===== src/core/mpb_pkg.sv =====
`default_nettype none
package mpb_pkg;
  localparam int unsigned REG_W        = 56;
  localparam int unsigned BYTE_W       = 8;
  localparam int unsigned REG_BYTES    = 7;
  localparam int unsigned ADC_W        = 10;
  // Register selector codes on the register access port.
  localparam logic [2:0] SEL_READBACK  = 3'h0;
  localparam logic [2:0] SEL_MEASURE   = 3'h1;
  localparam logic [2:0] SEL_CONTROL   = 3'h3;
  // Byte index is three bits wide.
  localparam logic [2:0] LAST_BYTE     = 3'h6;
  // Field positions (low bit) of the 10-bit packed readings.
  localparam int unsigned F_HI         = 30;
  localparam int unsigned F_MH         = 20;
  localparam int unsigned F_ML         = 10;
  localparam int unsigned F_LO         = 0;
  localparam int unsigned TRACK_OK_BIT = 40;
  // Control register fields.
  localparam int unsigned C_OVR_EN     = 46;
  localparam int unsigned C_RSV_HI_LSB = 47;
  localparam int unsigned C_RSV45      = 45;
  localparam int unsigned C_RSV43_LSB  = 43;
  localparam int unsigned C_SCHEME_LSB = 40;
  localparam int unsigned C_IMAX_LSB   = 30;
  localparam int unsigned C_VMAX_LSB   = 20;
  localparam int unsigned C_TDOFF_LSB  = 17;
  localparam int unsigned C_TDON_LSB   = 14;
  localparam int unsigned C_DUTY_LSB   = 5;
  localparam int unsigned C_SRC_SEL    = 4;
  localparam int unsigned C_MANUAL     = 3;
  localparam int unsigned C_SOFT_RST   = 2;
  localparam int unsigned C_CLK_OE     = 1;
  localparam int unsigned C_OPEN_LOOP  = 0;
  localparam logic [55:0] CTRL_RESET   = 56'h00_08ff_fff6_dfe0;
  // Reserved bits 44:43 reset to 2'b01 and no reserved bit is writable.
  localparam logic [55:0] CTRL_WMASK   = 56'h00_47ff_ffff_ffff;
  localparam int unsigned TD_DIV       = 256;
  // Bypass drive square wave.
  localparam int unsigned CLK_HZ       = 100_000_000;
  localparam int unsigned BYP_HZ       = 440_000;
  localparam int unsigned BYP_HALF     = CLK_HZ / (2 * BYP_HZ);
  localparam logic [7:0]  BYP_HALF_M1  = 8'(BYP_HALF - 1);
endpackage : mpb_pkg
`default_nettype wire


===== src/core/mpb_sq_gen.sv =====
`default_nettype none
module mpb_sq_gen
  import mpb_pkg::*;
(
  input  wire logic mclk,
  input  wire logic rst_n,
  input  wire logic run,
  output logic      wave
);
  typedef struct packed {
    logic [7:0] cnt;
    logic       wave;
  } mpb_sq_t;
  mpb_sq_t s_r, s_nxt;

  always_comb
  begin
    s_nxt = s_r;
    if (!run)
    begin
      s_nxt = '0;
    end
    else if (s_r.cnt == BYP_HALF_M1)
    begin
      s_nxt.cnt  = 8'h00;
      s_nxt.wave = ~s_r.wave;
    end
    else
    begin
      s_nxt.cnt = s_r.cnt + 8'h01;
    end
  end

  always_ff @(posedge mclk or negedge rst_n)
  begin
    if (!rst_n)
      s_r <= '0;
    else
      s_r <= s_nxt;
  end

  assign wave = s_r.wave;

  AST_HALF_PERIOD: assert property (@(posedge mclk) disable iff (!rst_n)
    (run && s_r.cnt == BYP_HALF_M1 && $past(run)) |=> (wave != $past(wave)))
    else $error("Bypass wave failed to toggle at half period.");
endmodule // mpb_sq_gen
`default_nettype wire


===== src/core/mpb_regbank.sv =====
// Operation
// Request pin low forces panel bypass mode regardless of tracking.
// Bypass active (1:1 tracking or request) toggles drive output at 440 kHz.
// Reset pin low stops all drive outputs immediately.
// Readback register packs four 10-bit configuration conversions, reset zero.
// Measurement register packs four sensed values plus tracking-start bit 40.
// Override enable bit 46 selects override fields over conversions.
// Scheme override bits 42:40 replace top three bits of channel 2.
// Current ceiling override bits 39:30, reset 1023, replace channel 4.
// Voltage ceiling override bits 29:20, reset 1023, replace channel 0.
// Dead times are field over 256 of switching period; default 3.
// Open-loop duty field bits 13:5, reset 0xff.
// Source select bit 4 ignores request pin and uses control bit 3.
// With source select, bit 3 commands bypass entry and exit.
// Host sets bit 0, then pulses soft reset, to enter open loop.
// Open loop disables tracking and drives the commanded duty.
// Control bit 1 routes the internal PLL clock to its output pin.
// Soft reset silences outputs and sensing; release keeps configuration readings.
// Registers are 56 bits, seven bytes, least significant byte first.
// Reserved bits read their reset values and ignore writes.
`default_nettype none
module mpb_regbank
  import mpb_pkg::*;
(
  input  wire logic             mclk,
  input  wire logic             rst_n,
  input  wire logic             panel_bypass_request_pin,
  input  wire logic             pll_clk_in,
  input  wire logic             track_unity,
  input  wire logic             track_start,
  input  wire logic             cfg_sample,
  input  wire logic [ADC_W-1:0] slew_setting_reading,
  input  wire logic [ADC_W-1:0] current_ceiling_reading,
  input  wire logic [ADC_W-1:0] operating_scheme_reading,
  input  wire logic [ADC_W-1:0] voltage_ceiling_reading,
  input  wire logic [ADC_W-1:0] vout_reading,
  input  wire logic [ADC_W-1:0] iout_reading,
  input  wire logic [ADC_W-1:0] vin_reading,
  input  wire logic [ADC_W-1:0] iin_reading,
  input  wire logic             acc_start,
  input  wire logic             acc_wr,
  input  wire logic [2:0]       acc_sel,
  input  wire logic             byte_wr_stb,
  input  wire logic [7:0]       byte_wr_data,
  input  wire logic             byte_rd_stb,
  output logic      [7:0]       byte_rd_data,
  output logic                  sel_valid,
  output logic                  bypass_active,
  output logic                  bypass_drive_output,
  output logic                  pll_clk_out,
  output logic                  drive_enable,
  output logic                  sense_enable,
  output logic                  open_loop_active,
  output logic      [8:0]       fixed_duty_command,
  output logic      [2:0]       scheme_eff,
  output logic      [9:0]       scheme_reading_eff,
  output logic      [9:0]       current_ceiling_eff,
  output logic      [9:0]       voltage_ceiling_eff,
  output logic      [2:0]       rect_deadtime,
  output logic      [2:0]       main_deadtime
);
  typedef struct packed {
    logic              pin_s1;
    logic              pin_s2;
    logic [REG_W-1:0]  readback;
    logic [REG_W-1:0]  measure;
    logic [REG_W-1:0]  ctrl;
    logic [REG_W-1:0]  wr_shadow;
    logic [REG_W-1:0]  rd_shadow;
    logic [2:0]        sel;
    logic              wr;
    logic [2:0]        idx;
    logic              open_loop;
    logic              soft_q;
    logic [7:0]        rd_data;
  } mpb_regbank_t;
  mpb_regbank_t s_r, s_nxt;

  function automatic logic [REG_W-1:0] pack4(input logic [9:0] a, input logic [9:0] b,
                                             input logic [9:0] c, input logic [9:0] d);
    logic [REG_W-1:0] v;
    v = '0;
    v[F_HI +: ADC_W] = a;
    v[F_MH +: ADC_W] = b;
    v[F_ML +: ADC_W] = c;
    v[F_LO +: ADC_W] = d;
    return v;
  endfunction

  logic soft_rst;
  logic bypass_req;
  logic [REG_W-1:0] wr_merged;

  always_comb
  begin
    s_nxt        = s_r;
    soft_rst     = s_r.ctrl[C_SOFT_RST];
    s_nxt.pin_s1 = panel_bypass_request_pin;
    s_nxt.pin_s2 = s_r.pin_s1;
    wr_merged    = s_r.wr_shadow;
    // The index passes the last byte after a full block, so the merge is guarded to stay in range.
    if (s_r.idx <= LAST_BYTE)
    begin
      wr_merged[s_r.idx*BYTE_W +: BYTE_W] = byte_wr_data;
    end
    // Conversions are captured only on a configuration sampling event, never on soft-reset release.
    if (cfg_sample && !soft_rst)
    begin
      s_nxt.readback = pack4(slew_setting_reading, current_ceiling_reading,
                             operating_scheme_reading, voltage_ceiling_reading);
    end
    if (!soft_rst && !s_r.open_loop)
    begin
      s_nxt.measure = pack4(vout_reading, iout_reading, vin_reading, iin_reading);
      s_nxt.measure[TRACK_OK_BIT] = track_start;
    end
    if (acc_start)
    begin
      s_nxt.sel = acc_sel;
      s_nxt.wr  = acc_wr;
      s_nxt.idx = 3'h0;
      s_nxt.wr_shadow = s_r.ctrl;
      unique case (acc_sel)
        SEL_READBACK: s_nxt.rd_shadow = s_r.readback;
        SEL_MEASURE:  s_nxt.rd_shadow = s_r.measure;
        SEL_CONTROL:  s_nxt.rd_shadow = s_r.ctrl;
        default:      s_nxt.rd_shadow = '0;
      endcase
    end
    else if (byte_wr_stb && s_r.wr && s_r.sel == SEL_CONTROL && s_r.idx <= LAST_BYTE)
    begin
      s_nxt.wr_shadow = wr_merged;
      s_nxt.idx = s_r.idx + 3'h1;
      // The register only commits after all seven bytes, so a short write changes nothing.
      if (s_r.idx == LAST_BYTE)
      begin
        s_nxt.ctrl = (wr_merged & CTRL_WMASK) | (CTRL_RESET & ~CTRL_WMASK);
      end
    end
    else if (byte_rd_stb && !s_r.wr && s_r.idx <= LAST_BYTE)
    begin
      s_nxt.rd_data = s_r.rd_shadow[s_r.idx*BYTE_W +: BYTE_W];
      s_nxt.idx = s_r.idx + 3'h1;
    end
    // Open loop is latched on soft-reset release so the host sequence governs entry.
    s_nxt.soft_q = soft_rst;
    if (s_r.soft_q && !soft_rst)
    begin
      s_nxt.open_loop = s_r.ctrl[C_OPEN_LOOP];
    end
    else if (!s_r.ctrl[C_OPEN_LOOP])
    begin
      s_nxt.open_loop = 1'b0;
    end
  end

  always_ff @(posedge mclk or negedge rst_n)
  begin
    if (!rst_n)
    begin
      s_r           <= '0;
      s_r.pin_s1    <= 1'b1;
      s_r.pin_s2    <= 1'b1;
      s_r.ctrl      <= CTRL_RESET;
      s_r.wr_shadow <= CTRL_RESET;
    end
    else
      s_r <= s_nxt;
  end

  logic ovr;
  logic wave;
  assign ovr = s_r.ctrl[C_OVR_EN];
  assign bypass_req = s_r.ctrl[C_SRC_SEL] ? s_r.ctrl[C_MANUAL] : !s_r.pin_s2;
  assign drive_enable = rst_n && !soft_rst;
  assign sense_enable = drive_enable && !s_r.open_loop;
  assign bypass_active = drive_enable && (bypass_req || (track_unity && !s_r.open_loop));

  mpb_sq_gen u_sq (
    .mclk  (mclk),
    .rst_n (rst_n),
    .run   (bypass_active),
    .wave  (wave)
  );

  // Gated by the reset pin directly so the drive stops without waiting for a clock edge.
  assign bypass_drive_output = wave && drive_enable;
  assign pll_clk_out = pll_clk_in && s_r.ctrl[C_CLK_OE] && drive_enable;
  assign open_loop_active = s_r.open_loop;
  assign fixed_duty_command = s_r.ctrl[C_DUTY_LSB +: 9];
  assign scheme_eff = ovr ? s_r.ctrl[C_SCHEME_LSB +: 3] : s_r.readback[F_ML+7 +: 3];
  assign scheme_reading_eff = {scheme_eff, s_r.readback[F_ML +: 7]};
  assign current_ceiling_eff = ovr ? s_r.ctrl[C_IMAX_LSB +: ADC_W] : s_r.readback[F_MH +: ADC_W];
  assign voltage_ceiling_eff = ovr ? s_r.ctrl[C_VMAX_LSB +: ADC_W] : s_r.readback[F_LO +: ADC_W];
  // Dead time is field/TD_DIV of the switching period; the converter scales it.
  assign rect_deadtime = s_r.ctrl[C_TDON_LSB +: 3];
  assign main_deadtime = s_r.ctrl[C_TDOFF_LSB +: 3];
  assign byte_rd_data = s_r.rd_data;
  assign sel_valid = (s_r.sel == SEL_READBACK) || (s_r.sel == SEL_MEASURE) || (s_r.sel == SEL_CONTROL);

  AST_PIN_BYPASS: assert property (@(posedge mclk) disable iff (!rst_n)
    (!s_r.pin_s2 && !s_r.ctrl[C_SRC_SEL] && drive_enable) |-> bypass_active)
    else $error("Low request pin did not force bypass.");
  AST_NO_WAVE_IDLE: assert property (@(posedge mclk) disable iff (!rst_n)
    (!bypass_active [*2]) |-> !bypass_drive_output)
    else $error("Bypass drive toggled outside bypass mode.");
  AST_SOFT_SILENT: assert property (@(posedge mclk) disable iff (!rst_n)
    soft_rst |-> (!bypass_drive_output && !pll_clk_out && !sense_enable))
    else $error("Outputs active during soft reset.");
  AST_OVR_IMAX: assert property (@(posedge mclk) disable iff (!rst_n)
    ovr |-> current_ceiling_eff == s_r.ctrl[C_IMAX_LSB +: ADC_W])
    else $error("Current ceiling override not applied.");
  AST_OVR_VMAX: assert property (@(posedge mclk) disable iff (!rst_n)
    !ovr |-> voltage_ceiling_eff == s_r.readback[F_LO +: ADC_W])
    else $error("Voltage ceiling not taken from conversion.");
  AST_MANUAL_SRC: assert property (@(posedge mclk) disable iff (!rst_n)
    (s_r.ctrl[C_SRC_SEL] && !s_r.ctrl[C_MANUAL] && !track_unity) |-> !bypass_active)
    else $error("Request pin not ignored under manual source.");
  AST_RSVD: assert property (@(posedge mclk) disable iff (!rst_n)
    (s_r.ctrl & ~CTRL_WMASK) == (CTRL_RESET & ~CTRL_WMASK))
    else $error("Reserved control bits changed.");
  AST_OPEN_ENTRY: assert property (@(posedge mclk) disable iff (!rst_n)
    ($fell(soft_rst) && s_r.ctrl[C_OPEN_LOOP]) |=> open_loop_active)
    else $error("Open loop not entered on soft reset release.");
  AST_RB_HOLD: assert property (@(posedge mclk) disable iff (!rst_n)
    (!cfg_sample) |=> $stable(s_r.readback))
    else $error("Readback changed without a sampling event.");
endmodule // mpb_regbank
`default_nettype wire


===== config.mk =====
export PLATFORM = sky130hd
export DESIGN_NAME = mpb_regbank
export DESIGN_NICKNAME = d
export VERILOG_FILES = /design/src/core/mpb_pkg.sv /design/src/core/mpb_sq_gen.sv /design/src/core/mpb_regbank.sv
export SDC_FILE = /design/constraint.sdc
export NUM_CORES = 1
export LEC_CHECK = 0
export BUFFER_PORTS_ARGS = -buffer_cell sky130_fd_sc_hd__buf_2
export CORE_ASPECT_RATIO = 1.25
export CORE_UTILIZATION = 52
export DETAILED_ROUTE_END_ITERATION = 10
export PLACE_DENSITY = 0.76
export RECOVER_POWER = 100
export SYNTH_ARGS = -nofsm -noshare
export SYNTH_HDL_FRONTEND = slang
export SYNTH_SLANG_ARGS = --single-unit

===== constraint.sdc =====
create_clock -name mclk -period 2.6 [get_ports mclk]
set_input_delay 0.26 -clock mclk [delete_from_list [all_inputs] [get_ports mclk]]
set_output_delay 0.26 -clock mclk [all_outputs]
set_load 0.05 [all_outputs]

==> results of run 1 <==
[cell families after synthesis]
| kind of cell | synth area share (%) |
|---|---|
| buf+inv | 6.416 |
| mux | 20.91 |
| flops | 50.69 |
| simple gates | 10.06 |
| fa+ha+maj | 0.7232 |
| xor+xnor | 0.5063 |
| compound gates | 10.69 |
[flip-flops by register name, summed over array words and instances, names as in the netlist]
signal              cells
s_r                   199
fixed_duty_command      9
byte_rd_data            8
u_sq.s_r                8
scheme_reading_eff      7
main_deadtime           3
rect_deadtime           3
s_nxt                   2
open_loop_active        1
ovr                     1
u_sq.wave               1
[where the power goes]
| part | leakage, nW | total (mW) | switching, mW | internal [mW] |
|---|---|---|---|---|
| Combinational | 2.96 | 1.33 | 0.833 | 0.496 |
| Clock | 0.381 | 3.49 | 1.49 | 2.00 |
| Sequential | 2.92 | 4.07 | 0.129 | 3.94 |
| Total | 6.27 | 8.89 | 2.45 | 6.44 |
[synthesized netlist by cell type (3+ instances only)]
| library cell | number | area share, % |
|---|---|---|
| and3_1 | 13 | 0.67 |
| nand4b_1 | 3 | 0.22 |
| clkbuf_1 | 51 | 1.6 |
| xor2_1 | 4 | 0.29 |
| inv_1 | 61 | 1.9 |
| and2_1 | 26 | 1.3 |
| a21oi_1 | 45 | 1.9 |
| a2bb2oi_1 | 4 | 0.29 |
| mux2i_1 | 109 | 9.0 |
| o22ai_1 | 49 | 2.5 |
| mux2_2 | 112 | 10 |
| dfrtp_1 | 176 | 36 |
| nor2_1 | 64 | 2.0 |
| nand3_1 | 7 | 0.29 |
| nor2b_1 | 4 | 0.21 |
| xnor2_1 | 3 | 0.22 |
| a221o_1 | 14 | 1.2 |
| a221oi_1 | 6 | 0.43 |
| buf_1 | 7 | 0.22 |
| buf_4 | 33 | 2.0 |
| a21o_1 | 13 | 0.81 |
| nand2b_1 | 8 | 0.41 |
| ha_1 | 7 | 0.72 |
| dfstp_2 | 66 | 14 |
| buf_2 | 12 | 0.50 |
| o21ai_0 | 64 | 2.6 |
| or2_2 | 3 | 0.15 |
| nor4_4 | 4 | 0.70 |
| or3_1 | 3 | 0.15 |
| o31ai_1 | 7 | 0.43 |
| nand4_1 | 4 | 0.21 |
| nor4b_1 | 3 | 0.22 |
| a31oi_1 | 3 | 0.15 |
| nand2_1 | 70 | 2.2 |
| mux4_2 | 8 | 1.5 |
[per-layer routing]
| metal | wire length [um] | vias to the layer above | share of wire [%] |
|---|---|---|---|
| met4 | 1379 | 2 | 3.9 |
| met2 | 17820 | 391 | 50 |
| met5 | 13 | - | 0.037 |
| met1 | 13910 | 4736 | 39 |
| met3 | 2278 | 99 | 6.4 |
| li1 | - | 4231 | - |
[final timing paths]
| check | from | end | slack, ns | cells past startpoint |
|---|---|---|---|---|
| max | ovr | scheme_eff[2] | 0.13 | 3 |
| min in group asynchronous | rst_n | s_r[55] | 0.83 | 3 |
| min | acc_sel[2] | s_r[16] | 0.006 | 2 |
| max reg2reg | s_r[10] | s_r[76] | 0.16 | 9 |
| min reg2reg | s_nxt[297] | s_r[297] | 0.36 | 0 |
| max in group asynchronous | rst_n | s_r[205] | 0.59 | 3 |
[cell type report]
type	count	area (um^2)	area share, %
Antenna cell	2	5.005	0.03441
Clock inverter	2	12.51	0.08602
Clock buffer	43	773.2	5.316
Timing Repair Buffer	281	1826	12.55
Inverter	61	229.0	1.574
Tap cell	288	360.3	2.477
Sequential cell	242	6138	42.20
Multi-Input combinational cell	683	5201	35.76
[metrics by stage]
stage | hold slack, ns | instance area [um^2]
6_report | 0.005602 | 14550
5_1_grt | 0.02043 | 14550
4_1_cts | 0.004422 | 14680
3_5_place_dp | 0.3490 | 13050
3_3_place_gp | 0.3498 | 13050
2_1_floorplan | -0.03559 | 12120
[timing repair]
| action | 4_1_cts | 5_1_grt |
|---|---|---|
| hold buffers | 84 | 0 |
| endpoints found under the hold margin | 91 | 0 |
| gates resized for setup | 0 | 0 |
==> impl_metrics.tcl, run 1 <==
set metrics [dict create \
    htreeDepth 1 \
    cts_root_buffer "clkbuf_16" \
    fin_nets 1403 \
    io-pin-count 165 \
    vdd_drop_max_mv 0.5179 \
    drv_cap 1 \
    fin_crit_ns 2.474 \
    cp-start-kind "flip-flop" \
    first_iter_violations 733 \
    cts_tree "built" \
    hold_path_class "input pin to flip-flop" \
    grt_pass1_vias 9743 \
    utilization_pct 63.56 \
    cp_slowest_cell "clkbuf_1" \
    pre_cts_ws_ns 0.2896 \
    final_cell_mix "dfrtp_1 (176), mux2i_1 (109), mux2_2 (107)" \
    grtUsageTotal_pct 29.97 \
    place_inst 1471 \
    crit_family "buffers and inverters" \
    slew_headroom_pct -10.65 \
    coreArea_um2 22880 \
    fin_skew_ns 0.008863 \
    power_leakage_nw 6.270 \
    worst_skew_pair.late_latency_ns 0.53 \
    grt_max_degree 168 \
    dr.pass1.iters 8 \
    slowest_delay_ns 0.63 \
    cp.required_ns 2.34 \
    vias_per_cell 5.904 \
    overflow 0 \
    run_status "complete, but fails checks" \
    crit_arrival_ns 2.21 \
    drt-total-wl_mm 35.41 \
    post_cts_buffers 0 \
    start_util_pct 52.92 \
    busiest_layer "met2" \
    clock-sinks 242 \
    vias 9459 \
    tns_ns 0 \
    netlist_area_um2 12110 \
    antenna_found_initial 3 \
    synth_edf_count 0 \
    finalMaxSlewViolations 187 \
    synthCells 1091 \
    end_kind "output pin" \
    layout.cells.most_common "dfrtp_1" \
    wl_per_cell_um 22.10 \
    synth-async-reset-ratio_pct 100.0 \
    post-route-period-util_pct 95.15 \
    finalHoldViolCount 0 \
    dieArea_um2 23910 \
    num-fill-cells 1732 \
    rsz0062_at_grt "no" \
    placementRows 62 \
    ys_types 56 \
    finalPower_mw 8.890 \
    grt_util_met1_pct 36.80 \
    ys_seq_area_share_pct 50.69 \
    fp.dieW_um 138.5 \
    postSynthAreaPerCell_um2 11.10 \
    drive_above_1_share_pct 28.28 \
    cp_cell_sequence "clkbuf_1 > mux2_1 > clkbuf_2" \
    synth-seq-cells 242 \
    stdcell_count 1602 \
    clk_pin_slew_ns 0.06 \
    max_slew.worst_pin.slew_ns 1.660 \
    setup.worst_path.class "flip-flop to output pin" \
    use_met2_pct 52.90 \
    syn2layout_area_growth_pct 20.11 \
    powerDensity_nw_per_um2 611.2 \
    drc_errors 19 \
    finalWorstSetupSlack_ns 0.1261 \
    grt_pass1_wl_mm 55.29 \
    fmax_mhz 404.2 \
    setup_viol 0 \
    synth_flop_cell "dfrtp_1" \
    path_buf_inv 2 \
    place_congestion 0.8711 \
    cts.path.max_buffers 3 \
    cts_made_buffers 25 \
    crit_fanout 12 \
    violations "DRC, capacitance limit, slew limit" \
    use_met3_pct 4.569 \
    hpwl_mm 22.75 \
    synth_fp_nets 1200 \
    die-height_um 172.6 \
    synth_warnings 0 \
    ant_nets 0 \
    io_buffer_count 164 \
]
Note: power is estimated with default switching activity, not from simulation.
==> inputs of run 2 (changes only) <==
--- a/config.mk
+++ b/config.mk
@@ -6,9 +6,13 @@
 export NUM_CORES = 1
 export LEC_CHECK = 0
 export BUFFER_PORTS_ARGS = -buffer_cell sky130_fd_sc_hd__buf_2
+export CELL_PAD_IN_SITES_DETAIL_PLACEMENT = 1
+export CELL_PAD_IN_SITES_GLOBAL_PLACEMENT = 2
 export CORE_ASPECT_RATIO = 1.25
-export CORE_UTILIZATION = 52
+export CORE_UTILIZATION = 34
 export DETAILED_ROUTE_END_ITERATION = 10
+export HOLD_SLACK_MARGIN = 0.08
+export MAX_ROUTING_LAYER = met4
 export PLACE_DENSITY = 0.76
 export RECOVER_POWER = 100
 export SYNTH_ARGS = -nofsm -noshare
==> impl_metrics.tcl, run 2 (synthesis gave the netlist of run 1 again) <==
set metrics [dict create \
    utilization_pct 43.38 \
    num-fill-cells 3873 \
    cp.required_ns 2.34 \
    hold_path_class "input pin to flip-flop" \
    dr.pass1.iters 5 \
    fin_nets 1414 \
    cts_tree "built" \
    drc_errors 0 \
    layout.cells.most_common "dfrtp_1" \
    tns_ns 0 \
    worst_skew_pair.late_latency_ns 0.57 \
    die-height_um 213.0 \
    top_register "s_r" \
    rsz0062_at_grt "no" \
    run_status "complete, but fails checks" \
    coreArea_um2 34800 \
    setup_viol 0 \
    max_slew.worst_pin.slew_ns 1.625 \
    fin_crit_ns 2.454 \
    vdd_drop_max_mv 0.4800 \
    grt_max_degree 128 \
    first_iter_violations 416 \
    drive_above_1_share_pct 29.52 \
    grtUsageTotal_pct 23.28 \
    drt-total-wl_mm 39.97 \
    whs_ns 0.1002 \
    clk_pin_slew_ns 0.06 \
    power_frac_seq_pct 42.2 \
    wl_per_cell_um 22.25 \
    pwr-share-clk_pct 43.7 \
    overflow 0 \
    grt_pass1_vias 10252 \
    crit_fanout 23 \
    p_int_mw 7.026 \
    drv_cap 1 \
    finalHoldViolCount 0 \
    diodes 0 \
    slew_headroom_pct -8.345 \
    crit_arrival_ns 2.19 \
    io-pin-count 165 \
    dieArea_um2 36380 \
    placementRows 76 \
    setup.worst_path.class "flip-flop to output pin" \
    switching_share_pct 27.27 \
    cts.path.max_buffers 3 \
    antenna_found_initial 1 \
    hpwl_mm 27.05 \
    post-route-period-util_pct 94.40 \
    start_util_pct 34.80 \
    grt_pass1_wl_mm 61.81 \
    fin_skew_ns 0.02197 \
    cts_root_buffer "clkbuf_16" \
    finalMaxSlewViolations 116 \
    violations "capacitance limit, slew limit" \
    io_buffer_count 164 \
    fp.dieW_um 170.8 \
    post_cts_buffers 0 \
    fmax_mhz 407.4 \
    place_congestion 0.8583 \
    end_kind "output pin" \
    syn2layout_area_growth_pct 24.67 \
    clock-sinks 242 \
    htreeDepth 1 \
    comb_power_share_pct 14.2 \
    power_leakage_nw 6.448 \
    vias_per_cell 5.179 \
    largest_reg_flops 199 \
    powerDensity_nw_per_um2 639.8 \
    ant_nets 0 \
    p_switching_mw 2.634 \
    cts_made_buffers 29 \
    final_cell_mix "dfrtp_1 (176), mux2i_1 (109), mux2_2 (106)" \
    cp-start-kind "flip-flop" \
    vias 9301 \
]
[run 2: cell count changes in the layout (fill, tap and decap cells not counted), moves of 2 or more]
cell	previous run	this run
clkbuf_1	66	53
clkbuf_2	17	27
dlygate4sd3_1	84	92
bufinv_16	0	4
clkbuf_16	25	29
clkbuf_8	8	4
buf_12	1	4
clkbuf_4	0	3
buf_2	103	105
buf_4	19	17
clkinv_2	1	3
diode_2	2	0
[run 2: power by group through the flow]
stage / sequential [mW] / combinational (mW) / clock (mW)
4_1_cts: 4.07 / 1.40 / 4.33
3_5_place_dp: 4.13 / 1.29 / 0
5_1_grt: 4.09 / 1.47 / 4.46
2_1_floorplan: 4.08 / 0.875 / 0
6_report: 4.07 / 1.37 / 4.22
3_3_place_gp: 4.12 / 1.27 / 0
[run 2: critical path, cell delays in order, from the launching register on]
cell,delay [ns]
dfrtp_1,0.36
buf_2,0.54
mux2_1,0.46
clkbuf_2,0.26
[run 2: path summary, 6_finish.rpt]
path / start / endpoint / slack (ns) / cells after the start
max reg2reg: s_r[11] / s_r[167] / 0.20 / 7
max: ovr / scheme_reading_eff[8] / 0.15 / 3
min: byte_wr_data[6] / s_r[111] / 0.10 / 2
min reg2reg: s_nxt[297] / s_r[297] / 0.36 / 0
min in group asynchronous: rst_n / s_r[89] / 0.63 / 3
max in group asynchronous: rst_n / s_r[40] / 0.49 / 3
[run 2: per-stage QoR]
step / power (mW) / instance area [um^2] / instances / worst slack, ns
final: 9.660 / 15100 / 1796 / 0.1457
after global routing: 10.03 / 15100 / 1796 / 0.03571
after CTS: 9.795 / 15240 / 1796 / 0.1253
after detailed placement: 5.420 / 13340 / 1650 / 0.1394
after global placement: 5.395 / 13340 / 1650 / 0.2460
after floorplan: 4.954 / 12120 / 1091 / 0.001273
[run 2: layout make-up]
class                   instances  area, um^2  share of cell area [%]
inverters                      61       229.0                   1.517
well taps                     468       585.6                   3.878
multi-input cells             683        5210                   34.51
clock buffers                  46       829.5                   5.494
flip-flops and latches        242        6138                   40.66
clock inverters                 8       143.9                  0.9530
repair buffers                288        1962                   12.99
[run 2: timing repair]
item	CTS	global route
hold buffers	92	0
resized for setup	0	1
setup endpoints to repair	0	6
endpoints found under the hold margin	275	0
[run 2: layer usage]
layer	share of wire (%)	global-route usage, %	vias up
li1	-	-	4250
met1	42	28.38	4813
met2	52	40.56	183
met3	3.0	2.484	55
met4	2.4	6.741	0
met5	0	-	-
